[config.mk]
export PLATFORM = sky130hd
export DESIGN_NAME = ahbarb_arbiter
export DESIGN_NICKNAME = d
export VERILOG_FILES = /design/src/ahbarb_pkg.sv /design/src/ahbarb_prio_enc.sv /design/src/ahbarb_arbiter.sv
export SDC_FILE = /design/constraint.sdc
export NUM_CORES = 1
export LEC_CHECK = 0
export ABC_AREA = 1
export BUFFER_PORTS_ARGS = -buffer_cell sky130_fd_sc_hd__buf_2
export CAP_MARGIN = 30
export CORE_MARGIN = 2
export CORE_UTILIZATION = 40
export CTS_CLUSTER_DIAMETER = 80
export DETAILED_ROUTE_END_ITERATION = 16
export HOLD_SLACK_MARGIN = 0.02
export PLACE_DENSITY = 0.71
export SLEW_MARGIN = 15
export SYNTH_ARGS = -nofsm -noshare
export SYNTH_HDL_FRONTEND = slang
export SYNTH_HIERARCHICAL = 1
export SYNTH_SLANG_ARGS = --single-unit
[constraint.sdc]
create_clock -name sys_clk -period 2 [get_ports sys_clk]
set_clock_uncertainty 0.05 [all_clocks]
set_input_delay 0.4 -clock sys_clk [delete_from_list [all_inputs] [get_ports sys_clk]]
set_output_delay 0.4 -clock sys_clk [all_outputs]
set_load 0.1 [all_outputs]
[src/ahbarb_pkg.sv]
// Shared constants and carrier types for the fixed-priority bus arbiter
package ahbarb_pkg;

    // Master numbering
    localparam int NUM_MASTERS = 4;
    localparam int MNUM_W = 4;
    localparam logic [3:0] DEFAULT_MASTER = 4'h1;
    localparam logic [3:0] DUMMY_MASTER = 4'h0;

    // Transfer types
    localparam logic [1:0] TRANS_IDLE = 2'h0;
    localparam logic [1:0] TRANS_BUSY = 2'h1;
    localparam logic [1:0] TRANS_NONSEQ = 2'h2;
    localparam logic [1:0] TRANS_SEQ = 2'h3;

    // Transfer responses
    localparam logic [1:0] RESP_OKAY = 2'h0;
    localparam logic [1:0] RESP_ERROR = 2'h1;
    localparam logic [1:0] RESP_RETRY = 2'h2;
    localparam logic [1:0] RESP_SPLIT = 2'h3;

    // Burst encodings
    localparam logic [2:0] BURST_SINGLE = 3'h0;
    localparam logic [2:0] BURST_INCR = 3'h1;
    localparam logic [2:0] BURST_WRAP4 = 3'h2;
    localparam logic [2:0] BURST_INCR4 = 3'h3;
    localparam logic [2:0] BURST_WRAP8 = 3'h4;
    localparam logic [2:0] BURST_INCR8 = 3'h5;
    localparam logic [2:0] BURST_WRAP16 = 3'h6;
    localparam logic [2:0] BURST_INCR16 = 3'h7;

    // Beat counter width and reset value
    localparam int BEAT_W = 5;
    localparam logic [4:0] BEAT_RESET = 5'h00;
    localparam logic [4:0] BEATS_FOUR = 5'h04;
    localparam logic [4:0] BEATS_EIGHT = 5'h08;
    localparam logic [4:0] BEATS_SIXTEEN = 5'h10;
    localparam logic [4:0] BEATS_NONE = 5'h00;
    localparam logic [4:0] BEATS_LAST = 5'h01;

    // Reset values
    localparam logic [3:0] SPLIT_MASK_RESET = 4'h0;
    localparam logic [3:0] GRANT_RESET = 4'h2;

    // Shared bus status seen by the arbiter
    typedef struct packed {
        logic hready;
        logic [1:0] hresp;
        logic [1:0] htrans;
        logic [2:0] hburst;
    } ahbarb_bus_t;

endpackage : ahbarb_pkg

[src/ahbarb_prio_enc.sv]
// Fixed-priority encoder turning masked requests into a master number
`timescale 1ns/10ps

module ahbarb_prio_enc (
    input wire logic [3:0] req,
    output logic [3:0] winning_requester_num
);

    // Order 3, 0, 2, 1; nobody requesting falls to the default master
    always_comb begin
        if (req[3]) begin
            winning_requester_num = 4'h3;
        end else if (req[0]) begin
            winning_requester_num = ahbarb_pkg::DUMMY_MASTER;
        end else if (req[2]) begin
            winning_requester_num = 4'h2;
        end else begin
            winning_requester_num = ahbarb_pkg::DEFAULT_MASTER;
        end
    end

endmodule : ahbarb_prio_enc

[src/ahbarb_arbiter.sv]
// Fixed-priority four-master bus arbiter with lock and split handling
`timescale 1ns/10ps

// What this block does
// - Sample all bus requests each cycle, encode the top requester as 4 bits.
// - When bus is free, decode winner into one-hot grants taking effect on ready.
// - Hold current grant through fixed-length bursts and locked transfers.
// - Pipeline granted, address-owner and data-owner numbers, advancing only on ready.
// - Priority order is 3, 0, 2, 1; master 1 is default when idle.
// - Master 0 is a dummy, granted when it requests or on a split locked master.
// - Priority encoder works on requests with split-blocked masters removed.
// - Lock counts if asserted when granted; master stays sole grantee until released.
// - Master lock output selects the lock input of the currently granted master.
// - While locked, the next grant equals the current grant.
// - Keep one split mask bit per bus master.
// - Split response sets the master's bit; split-release line clears it.
// - Split-blocked masters' requests are masked before arbitration.
// - Split on a locked master forces grant and owner to dummy until release.
// - Split/retry ending a locked phase reverts grant: dummy after split, locked master after retry.
// - Split-release input is four bits, one per master number.
module ahbarb_arbiter (
    input wire logic sys_clk,
    input wire logic arst_n,
    input wire logic clk_en,
    input wire ahbarb_pkg::ahbarb_bus_t bus,
    input wire logic [3:0] hbusreq,
    input wire logic [3:0] hlock,
    input wire logic [3:0] hsplit,
    output logic [3:0] hgrant,
    output logic [3:0] hmaster,
    output logic hmastlock
);

    // One-hot decode of a master number
    // Numbers above three select no line, so they give an all-zero vector
    function automatic logic [3:0] onehot(input logic [3:0] num);
        logic [3:0] vec;
        vec = 4'h0;
        vec[num[1:0]] = (num[3:2] == 2'h0);
        return vec;
    endfunction : onehot

    // Beats in a fixed-length burst, zero for single or undefined length
    // INCR and SINGLE give zero and are never held, so long bursts cannot starve others
    function automatic logic [4:0] burst_beats(input logic [2:0] burst);
        logic [4:0] n;
        n = ahbarb_pkg::BEATS_NONE;
        if (burst == ahbarb_pkg::BURST_WRAP4 || burst == ahbarb_pkg::BURST_INCR4) begin
            n = ahbarb_pkg::BEATS_FOUR;
        end else if (burst == ahbarb_pkg::BURST_WRAP8 || burst == ahbarb_pkg::BURST_INCR8) begin
            n = ahbarb_pkg::BEATS_EIGHT;
        end else if (burst == ahbarb_pkg::BURST_WRAP16 || burst == ahbarb_pkg::BURST_INCR16) begin
            n = ahbarb_pkg::BEATS_SIXTEEN;
        end
        return n;
    endfunction : burst_beats

    logic [3:0] granted_master_num_q;
    logic [3:0] granted_master_num_d;
    logic [3:0] address_owner_num_q;
    logic [3:0] data_owner_num_q;
    logic [3:0] split_block_mask_q;
    logic [3:0] split_block_mask_d;
    logic [3:0] hgrant_q;
    logic hmastlock_q;
    logic data_lock_q;
    logic locked_split_q;
    logic [3:0] locked_split_num_q;
    logic retry_pend_q;
    logic [4:0] beats_left_q;
    logic [3:0] masked_req;
    logic [3:0] winning_requester_num;
    logic split_evt;
    logic retry_evt;
    logic burst_start;
    logic burst_hold;
    logic lock_hold;
    logic nonseq_taken;
    logic seq_taken;

    // Blocked masters never reach the encoder
    assign masked_req = hbusreq & ~split_block_mask_q;

    // Top requester among unblocked masters
    ahbarb_prio_enc u_prio_enc (
        .req(masked_req),
        .winning_requester_num(winning_requester_num)
    );

    // First cycle of a two-cycle split or retry answer
    assign split_evt = !bus.hready && bus.hresp == ahbarb_pkg::RESP_SPLIT;
    assign retry_evt = !bus.hready && bus.hresp == ahbarb_pkg::RESP_RETRY;

    // Accepted address phases for burst tracking
    assign nonseq_taken = bus.hready && bus.htrans == ahbarb_pkg::TRANS_NONSEQ;
    assign seq_taken = bus.hready && bus.htrans == ahbarb_pkg::TRANS_SEQ;

    // A fixed burst starting now must already hold the grant at its NONSEQ edge,
    // or the next master would be granted while beats two onwards are still due
    assign burst_start = nonseq_taken && burst_beats(bus.hburst) > ahbarb_pkg::BEATS_LAST;

    // Hold while more than the last beat remains, and while the grantee locks
    assign burst_hold = burst_start || beats_left_q > ahbarb_pkg::BEATS_LAST;
    assign lock_hold = hlock[granted_master_num_q[1:0]] || hmastlock_q;

    // Next grant selection, forced cases first
    // Locked split beats retry, which beats the burst and lock holds
    always_comb begin
        if (locked_split_q) begin
            granted_master_num_d = ahbarb_pkg::DUMMY_MASTER;
        end else if (retry_pend_q) begin
            granted_master_num_d = data_owner_num_q;
        end else if (burst_hold || lock_hold) begin
            granted_master_num_d = granted_master_num_q;
        end else begin
            granted_master_num_d = winning_requester_num;
        end
    end

    // Grant number and its one-hot copy move together on ready
    // Only a ready edge moves them, so the grant never flickers in wait states
    always_ff @(posedge sys_clk or negedge arst_n) begin
        if (!arst_n) begin
            granted_master_num_q <= ahbarb_pkg::DEFAULT_MASTER;
            hgrant_q <= ahbarb_pkg::GRANT_RESET;
        end else if (clk_en && bus.hready) begin
            granted_master_num_q <= granted_master_num_d;
            hgrant_q <= onehot(granted_master_num_d);
        end
    end

    // Address and data owner stages, with lock carried alongside
    // The data stage lock tells split and retry whether the failing phase was locked
    always_ff @(posedge sys_clk or negedge arst_n) begin
        if (!arst_n) begin
            address_owner_num_q <= ahbarb_pkg::DEFAULT_MASTER;
            data_owner_num_q <= ahbarb_pkg::DEFAULT_MASTER;
            hmastlock_q <= 1'b0;
            data_lock_q <= 1'b0;
        end else if (clk_en && bus.hready) begin
            if (locked_split_q) begin
                address_owner_num_q <= ahbarb_pkg::DUMMY_MASTER;
                hmastlock_q <= 1'b0;
            end else begin
                address_owner_num_q <= granted_master_num_q;
                hmastlock_q <= hlock[granted_master_num_q[1:0]];
            end
            data_owner_num_q <= address_owner_num_q;
            data_lock_q <= hmastlock_q;
        end
    end

    // Split mask: a split sets, a release clears, set wins
    // Clearing first and setting after lets a split in the release cycle win
    always_comb begin
        split_block_mask_d = split_block_mask_q & ~hsplit;
        if (split_evt) begin
            split_block_mask_d = split_block_mask_d | onehot(data_owner_num_q);
        end
    end

    always_ff @(posedge sys_clk or negedge arst_n) begin
        if (!arst_n) begin
            split_block_mask_q <= ahbarb_pkg::SPLIT_MASK_RESET;
        end else if (clk_en) begin
            split_block_mask_q <= split_block_mask_d;
        end
    end

    // Locked-split tracker keeps the dummy on the bus until the master is unsplit
    // Release looks at the registered mask, so the dummy stays one cycle past hsplit
    always_ff @(posedge sys_clk or negedge arst_n) begin
        if (!arst_n) begin
            locked_split_q <= 1'b0;
            locked_split_num_q <= ahbarb_pkg::DUMMY_MASTER;
        end else if (clk_en) begin
            if (split_evt && data_lock_q) begin
                locked_split_q <= 1'b1;
                locked_split_num_q <= data_owner_num_q;
            end else if (locked_split_q && !split_block_mask_q[locked_split_num_q[1:0]]) begin
                locked_split_q <= 1'b0;
            end
        end
    end

    // Retry on a locked data phase returns the grant to the locked master
    // Cleared on the next ready edge, which is the second response cycle
    always_ff @(posedge sys_clk or negedge arst_n) begin
        if (!arst_n) begin
            retry_pend_q <= 1'b0;
        end else if (clk_en) begin
            if (retry_evt && data_lock_q) begin
                retry_pend_q <= 1'b1;
            end else if (bus.hready) begin
                retry_pend_q <= 1'b0;
            end
        end
    end

    // Fixed-length burst beat counter; aborted by idle or a non-okay answer
    // Only NONSEQ reloads it; a BUSY beat leaves the count alone
    always_ff @(posedge sys_clk or negedge arst_n) begin
        if (!arst_n) begin
            beats_left_q <= ahbarb_pkg::BEAT_RESET;
        end else if (clk_en) begin
            if (split_evt || retry_evt || (!bus.hready && bus.hresp == ahbarb_pkg::RESP_ERROR)) begin
                beats_left_q <= ahbarb_pkg::BEAT_RESET;
            end else if (nonseq_taken) begin
                beats_left_q <= burst_beats(bus.hburst);
            end else if (seq_taken && beats_left_q != ahbarb_pkg::BEATS_NONE) begin
                beats_left_q <= beats_left_q - ahbarb_pkg::BEATS_LAST;
            end else if (bus.hready && bus.htrans == ahbarb_pkg::TRANS_IDLE) begin
                beats_left_q <= ahbarb_pkg::BEAT_RESET;
            end
        end
    end

    // Outputs straight from flops
    // Registered outputs keep slaves free of arbitration glitches
    assign hgrant = hgrant_q;
    assign hmaster = address_owner_num_q;
    assign hmastlock = hmastlock_q;

endmodule : ahbarb_arbiter

Word-level counts from Yosys, hierarchy flattened. Index checks and enable logic that the tools add are counted.

Bits in read-only memories: 0. Memories kept: 0. Latch bits: 0. Input port bits: 23. Bits in registers: 31. Output and inout port bits: 9. Logic and storage cells: 101. Bits in writable memories: 0.

Reduce and logical (&&, ||, !) cells: 35. Add/sub/neg operators: 1. Bitwise logic cells: 7. Div/mod/pow operators: 0. Shifts and indexed selects: 0. Multiply operators: 0. Order comparisons: 8. Eq/ne operators: 11. Multiplexer cells: 28.

Operators by type and width (number): 2-to-1 mux 5 bit (7); 2-to-1 mux 4 bit (7); AND 4 bit (4); logical AND 1 bit (14); equality test 3 bit (second input constant) (4); < comparator 2 x 3 -> 1 bit (second input constant) (4); > comparator 5 x 1 -> 1 bit (second input constant) (2); 2-to-1 mux 1 bit (9); equality test 2 bit (second input constant) (4); logical OR 1 bit (8); NOT 4 bit (2); AND reduction 2 bit (4); equality test 3 x 2 -> 1 bit (second input constant) (2); zero test 2 bit (3); nonzero test 5 bit (1); subtractor 5 x 1 -> 5 bit (second input constant) (1); binary-select mux 1 bit (select 2 bit) (2); demux 1 bit (select 2 bit) (2); >= comparator 2 x 1 -> 1 bit (second input constant) (2); OR 4 bit (1); nonzero test 2 bit (2); nonzero test 4 bit (1); equality test 2 x 1 -> 1 bit (second input constant) (1); zero test 1 bit (2); 2-to-1 mux 2 bit (1).

Longest topological paths before layout.
Depth after elaboration: 17. Mapped depth: 12. Mapped depth without buffers: 12.

By module. The synthesis kept the hierarchy.

Modules (own cells, without submodules): ahbarb_arbiter (times used 1, area an instance 1647.8 sq um, seq. area each 780.7 sq um, cells each 210); ahbarb_prio_enc (times used 1, area an instance 38.8 sq um, seq. area each 0.0 sq um, cells each 8).

Least setup slack after synthesis. No wires, ideal clock.

Path kind: reg2reg. From: register hmastlock_q (netlist: hmastlock). To: register hgrant_q[2] (netlist: hgrant[2]). Arrival: 1748 ps. Path buffers: 0. Period minus slack after synthesis: 1866 ps. Path slack: 134 ps. Data required time: 1882 ps. Setup time: 68 ps. Stages on the path, launching flop included: 11. Cell sequence: dfrtp_1 > inv_1 > nand2_1 > a21oi_4 > nand3_2 > nand2_1 > nand3_1 > nand3_1 > nor2_2 > nand2_1 > nand2_1.

Cells in the longest elaborated chain, start to end: 10. Elaborated cells between the ends (all ways): 12. Classes of those cells: 2 x order compare; 5 x mux; 1 x bitwise; 4 x reduce/logical.

RTL lines: start, declared (RTL line ahbarb_arbiter.sv:65) `logic hmastlock_q;`; start signal, assigned (RTL line ahbarb_arbiter.sv:146) `hmastlock_q <= hlock[granted_master_num_q[1:0]];`; logical OR 1 bit (*) (RTL line ahbarb_arbiter.sv:104) `assign lock_hold = hlock[granted_master_num_q[1:0]] || hmastlock_q;`; logical OR 1 bit (*) (RTL line ahbarb_arbiter.sv:113) `end else if (burst_hold || lock_hold) begin`; 2-to-1 mux 4 bit (*) (RTL line ahbarb_arbiter.sv:113); 2-to-1 mux 4 bit (*) (RTL line ahbarb_arbiter.sv:111) `end else if (retry_pend_q) begin`; 2-to-1 mux 4 bit (*) (RTL line ahbarb_arbiter.sv:109) `if (locked_split_q) begin`; < comparator 2 x 3 -> 1 bit (not written as such) / >= comparator 2 x 1 -> 1 bit (equally long branches) (RTL line ahbarb_arbiter.sv:39) `vec[num[1:0]] = (num[3:2] == 2'h0);`; logical AND 1 bit (not written as such) (RTL line ahbarb_arbiter.sv:39); 2-to-1 mux 1 bit (not written as such) (RTL line ahbarb_arbiter.sv:39); demux 1 bit (select 2 bit) (RTL line ahbarb_arbiter.sv:39); AND 4 bit (no source line) (*); end signal, assigned (RTL line ahbarb_arbiter.sv:125) `hgrant_q <= ahbarb_pkg::GRANT_RESET;`; end signal, assigned (RTL line ahbarb_arbiter.sv:128) `hgrant_q <= onehot(granted_master_num_d);`; end, declared (RTL line ahbarb_arbiter.sv:64) `logic [3:0] hgrant_q;`.

Mark *: on every way between the ends. The rest lies on a longest branch, timed or not. A chain may end at the register's enable or synchronous reset.

Worst setup path in the final report.
From: register granted_master_num_q[0]. To: register hgrant_q[3] (netlist: hgrant[3]).

Cells in the longest elaborated chain, start to end: 12. Elaborated cells between the ends (all ways): 14. Classes of those cells: 2 x order compare; 7 x mux; 1 x bitwise; 4 x reduce/logical.

RTL lines: start, declared (RTL line ahbarb_arbiter.sv:58) `logic [3:0] granted_master_num_q;`; start signal, assigned (RTL line ahbarb_arbiter.sv:124) `granted_master_num_q <= ahbarb_pkg::DEFAULT_MASTER;`; start signal, assigned (RTL line ahbarb_arbiter.sv:127) `granted_master_num_q <= granted_master_num_d;`; binary-select mux 1 bit (select 2 bit) (RTL line ahbarb_arbiter.sv:104); 2-to-1 mux 1 bit (not written as such) (RTL line ahbarb_arbiter.sv:104); logical OR 1 bit (RTL line ahbarb_arbiter.sv:104); logical OR 1 bit (RTL line ahbarb_arbiter.sv:113); 2-to-1 mux 4 bit (*) (RTL line ahbarb_arbiter.sv:113); 2-to-1 mux 4 bit (*) (RTL line ahbarb_arbiter.sv:111); 2-to-1 mux 4 bit (*) (RTL line ahbarb_arbiter.sv:109); < comparator 2 x 3 -> 1 bit (not written as such) / >= comparator 2 x 1 -> 1 bit (equally long branches) (RTL line ahbarb_arbiter.sv:39); logical AND 1 bit (not written as such) (RTL line ahbarb_arbiter.sv:39); 2-to-1 mux 1 bit (not written as such) (RTL line ahbarb_arbiter.sv:39); demux 1 bit (select 2 bit) (RTL line ahbarb_arbiter.sv:39); AND 4 bit (no source line) (*).

Mark *: on every way between the ends. The rest lies on a longest branch, timed or not. The select of a mux whose other input is x is not followed.

==> metrics <==
Final Non-Filler Cells 300; CP top delay family simple AND/OR/NAND/NOR gates; Bufs and invs on worst path 1; Final ANT Viol Nets 0; CTS-repair resized insts 0; DR vias/cell 4.88; setup ws final 0.265 ns; CTS buffer count 5; initial antenna violation count 0; Hold WC Path Type in2async; P_leak 1.01 nW; CTS tree done; Peak VDD IR 0.901 mV; worst path arrival time 1.90 ns; clock transition at the registers of the reported paths 0.07 ns; fin crit period 1.74 ns; outcome complete, no violations; Core ar. 4030 sq um; most frequent CP cell nand2_1; CP max stage cell dfstp_2; Internal 0.00156 W; kind of critical path reg2reg; fin nets 274; Layout area overhead 18.5%; final WL 3670 um; hold buffer count at cts 0; Root Driver clkbuf_8; fin. max-slew vios 0; endpoint class of the critical path flip-flop; GRT Overall Usage 18.3%; total gr overflow 0; Worst Path Required 2.17 ns; final period utilization 86.8%; Die Span X 68.8 um; Pwr Density 1510 nW/um^2; RSZ-0062 raised after global routing false; final antenna diode count 0; synthesized instance count 216; 1st-pass router iterations 4; Switching Share 48.2%; final-report hold violation count 0; clk_lat worst skew 0.28 ns; CTS Buffer Depth 2; share of layout cells above drive strength 1 23.6%; wire length per cell 12.2 um; Critical Path Fanout Max 6; Min Hold Slack 0.113 ns; Core Rows 23; via count 1,465; Gate power share 46.3%; Slew headroom 53.6%; HPWL after detailed placement 2800 um; H-tree depth 2; Worst-Margin Slew 0.696 ns; Synthesis Warnings 6; Flop pwr share 32.6%; Critical Path, Cell by Cell inv_2 > nand2_1 > nand3_2 > nand2_2 > nand3_2 > nand2_1 > nand3_1 > nand2_1 > nand2_1 > nor2_2 > nand2_1 > nand2_1; worst slack at placement 0.300 ns; Placed Cells 292; pin count of the biggest net entering global routing 32; Crit. Startpoint granted_master_num_q[0]; Initial Util 41.7%; vias in the first global route 1,434; worst r2r src granted_master_num_q[0]; Top-Level Pins 32; max-cap viol count 0; IO buf count 29; setup bufs post-CTS 0; global-route wire length before repair 6370 um; DR iter-0 viols 48; Clock Sinks 31; mean post-synth cell area 7.77 sq um; die area 4730 sq um; Die Ht 68.8 um; GP Congestion 0.790; Critical Path Start Type flip-flop; Largest stage delay, worst path 0.57 ns; Clk pwr share 21.2%; Mapped Area 1680 sq um; Peak Freq 0.576 GHz; # setup viols final 0; Final Power 0.00301 W; DRC viols 0; setup tns final 0 ns; P_sw 0.00145 W
## cell type report
| type | count | area, sq um |
|---|---|---|
| clock buffer | 6 | 82.6 |
| clock inverter | 2 | 35.0 |
| fill | 411 | 2040 |
| inverter | 35 | 131 |
| multi-input combinational | 145 | 737 |
| sequential | 31 | 781 |
| tap | 50 | 62.6 |
| timing repair buffer | 31 | 160 |
## cell usage in the layout, fill, tap and decap left out, types with 2 or more instances in the layout
master / instances
nand3_2: 2
nor2_2: 3
inv_1: 32
dfrtp_1: 27
nor3_1: 2
nand4_1: 6
buf_4: 2
nor2_1: 14
o21ai_1: 4
a21oi_1: 6
nand3_1: 9
ha_1: 2
a21oi_4: 2
o31ai_1: 2
nand2_2: 4
clkbuf_8: 6
buf_2: 29
conb_1: 2
inv_2: 3
o21ai_0: 21
nand2_1: 54
o32ai_1: 2
dfstp_2: 4
o22ai_1: 6
## routing by layer
| metal | track usage [%] | vias to the layer above | wire length, um |
|---|---|---|---|
| met3 | 4.55 | 4 | 149 |
| met5 | 0 | - | 0 |
| met2 | 31.0 | 32 | 1800 |
| met4 | 3.68 | 0 | 44 |
| met1 | 23.9 | 670 | 1670 |
| li1 | - | 759 | - |
## worst paths after layout
path,to,slack [ns],depth (start not counted)
max in group asynchronous,data_owner_num_q[1],1.34,1
max,hgrant[3],0.26,12
min reg2reg,hgrant[1],0.43,2
min,hgrant[3],0.11,1
max reg2reg,hgrant[3],0.26,12
min in group sys_clk,split_block_mask_q[2],0.33,4
## sequential cells by signal (all words and copies together), names as in the netlist
| signal | cells |
|---|---|
| split_block_mask_q | 4 |
| granted_master_num_q | 4 |
| locked_split_q | 1 |
| retry_pend_q | 1 |
| hmaster | 4 |
| hgrant | 4 |
| data_owner_num_q | 4 |
| hmastlock | 1 |
| locked_split_num_q | 2 |
| data_lock_q | 1 |
| beats_left_q | 5 |
## power groups by stage
stage | logic [W] | clock network (W) | registers [W]
after floorplan | 0.000561 | 0 | 0.00155
after global placement | 0.00137 | 0 | 0.000983
after detailed placement | 0.00139 | 0 | 0.000991
after CTS | 0.00140 | 0.000650 | 0.000981
after global routing | 0.00152 | 0.000675 | 0.00101
final | 0.00139 | 0.000637 | 0.000979
## through the flow
| step | area (sq um) | utilization (%) |
|---|---|---|
| floorplan | 1680 | - |
| global placement | 1870 | 46.5 |
| detailed placement | 1870 | 46.5 |
| CTS | 1990 | 49.4 |
| global route | 1990 | 49.4 |
| finish | 1990 | 49.4 |
Note: power is estimated with default switching activity, not from simulation.
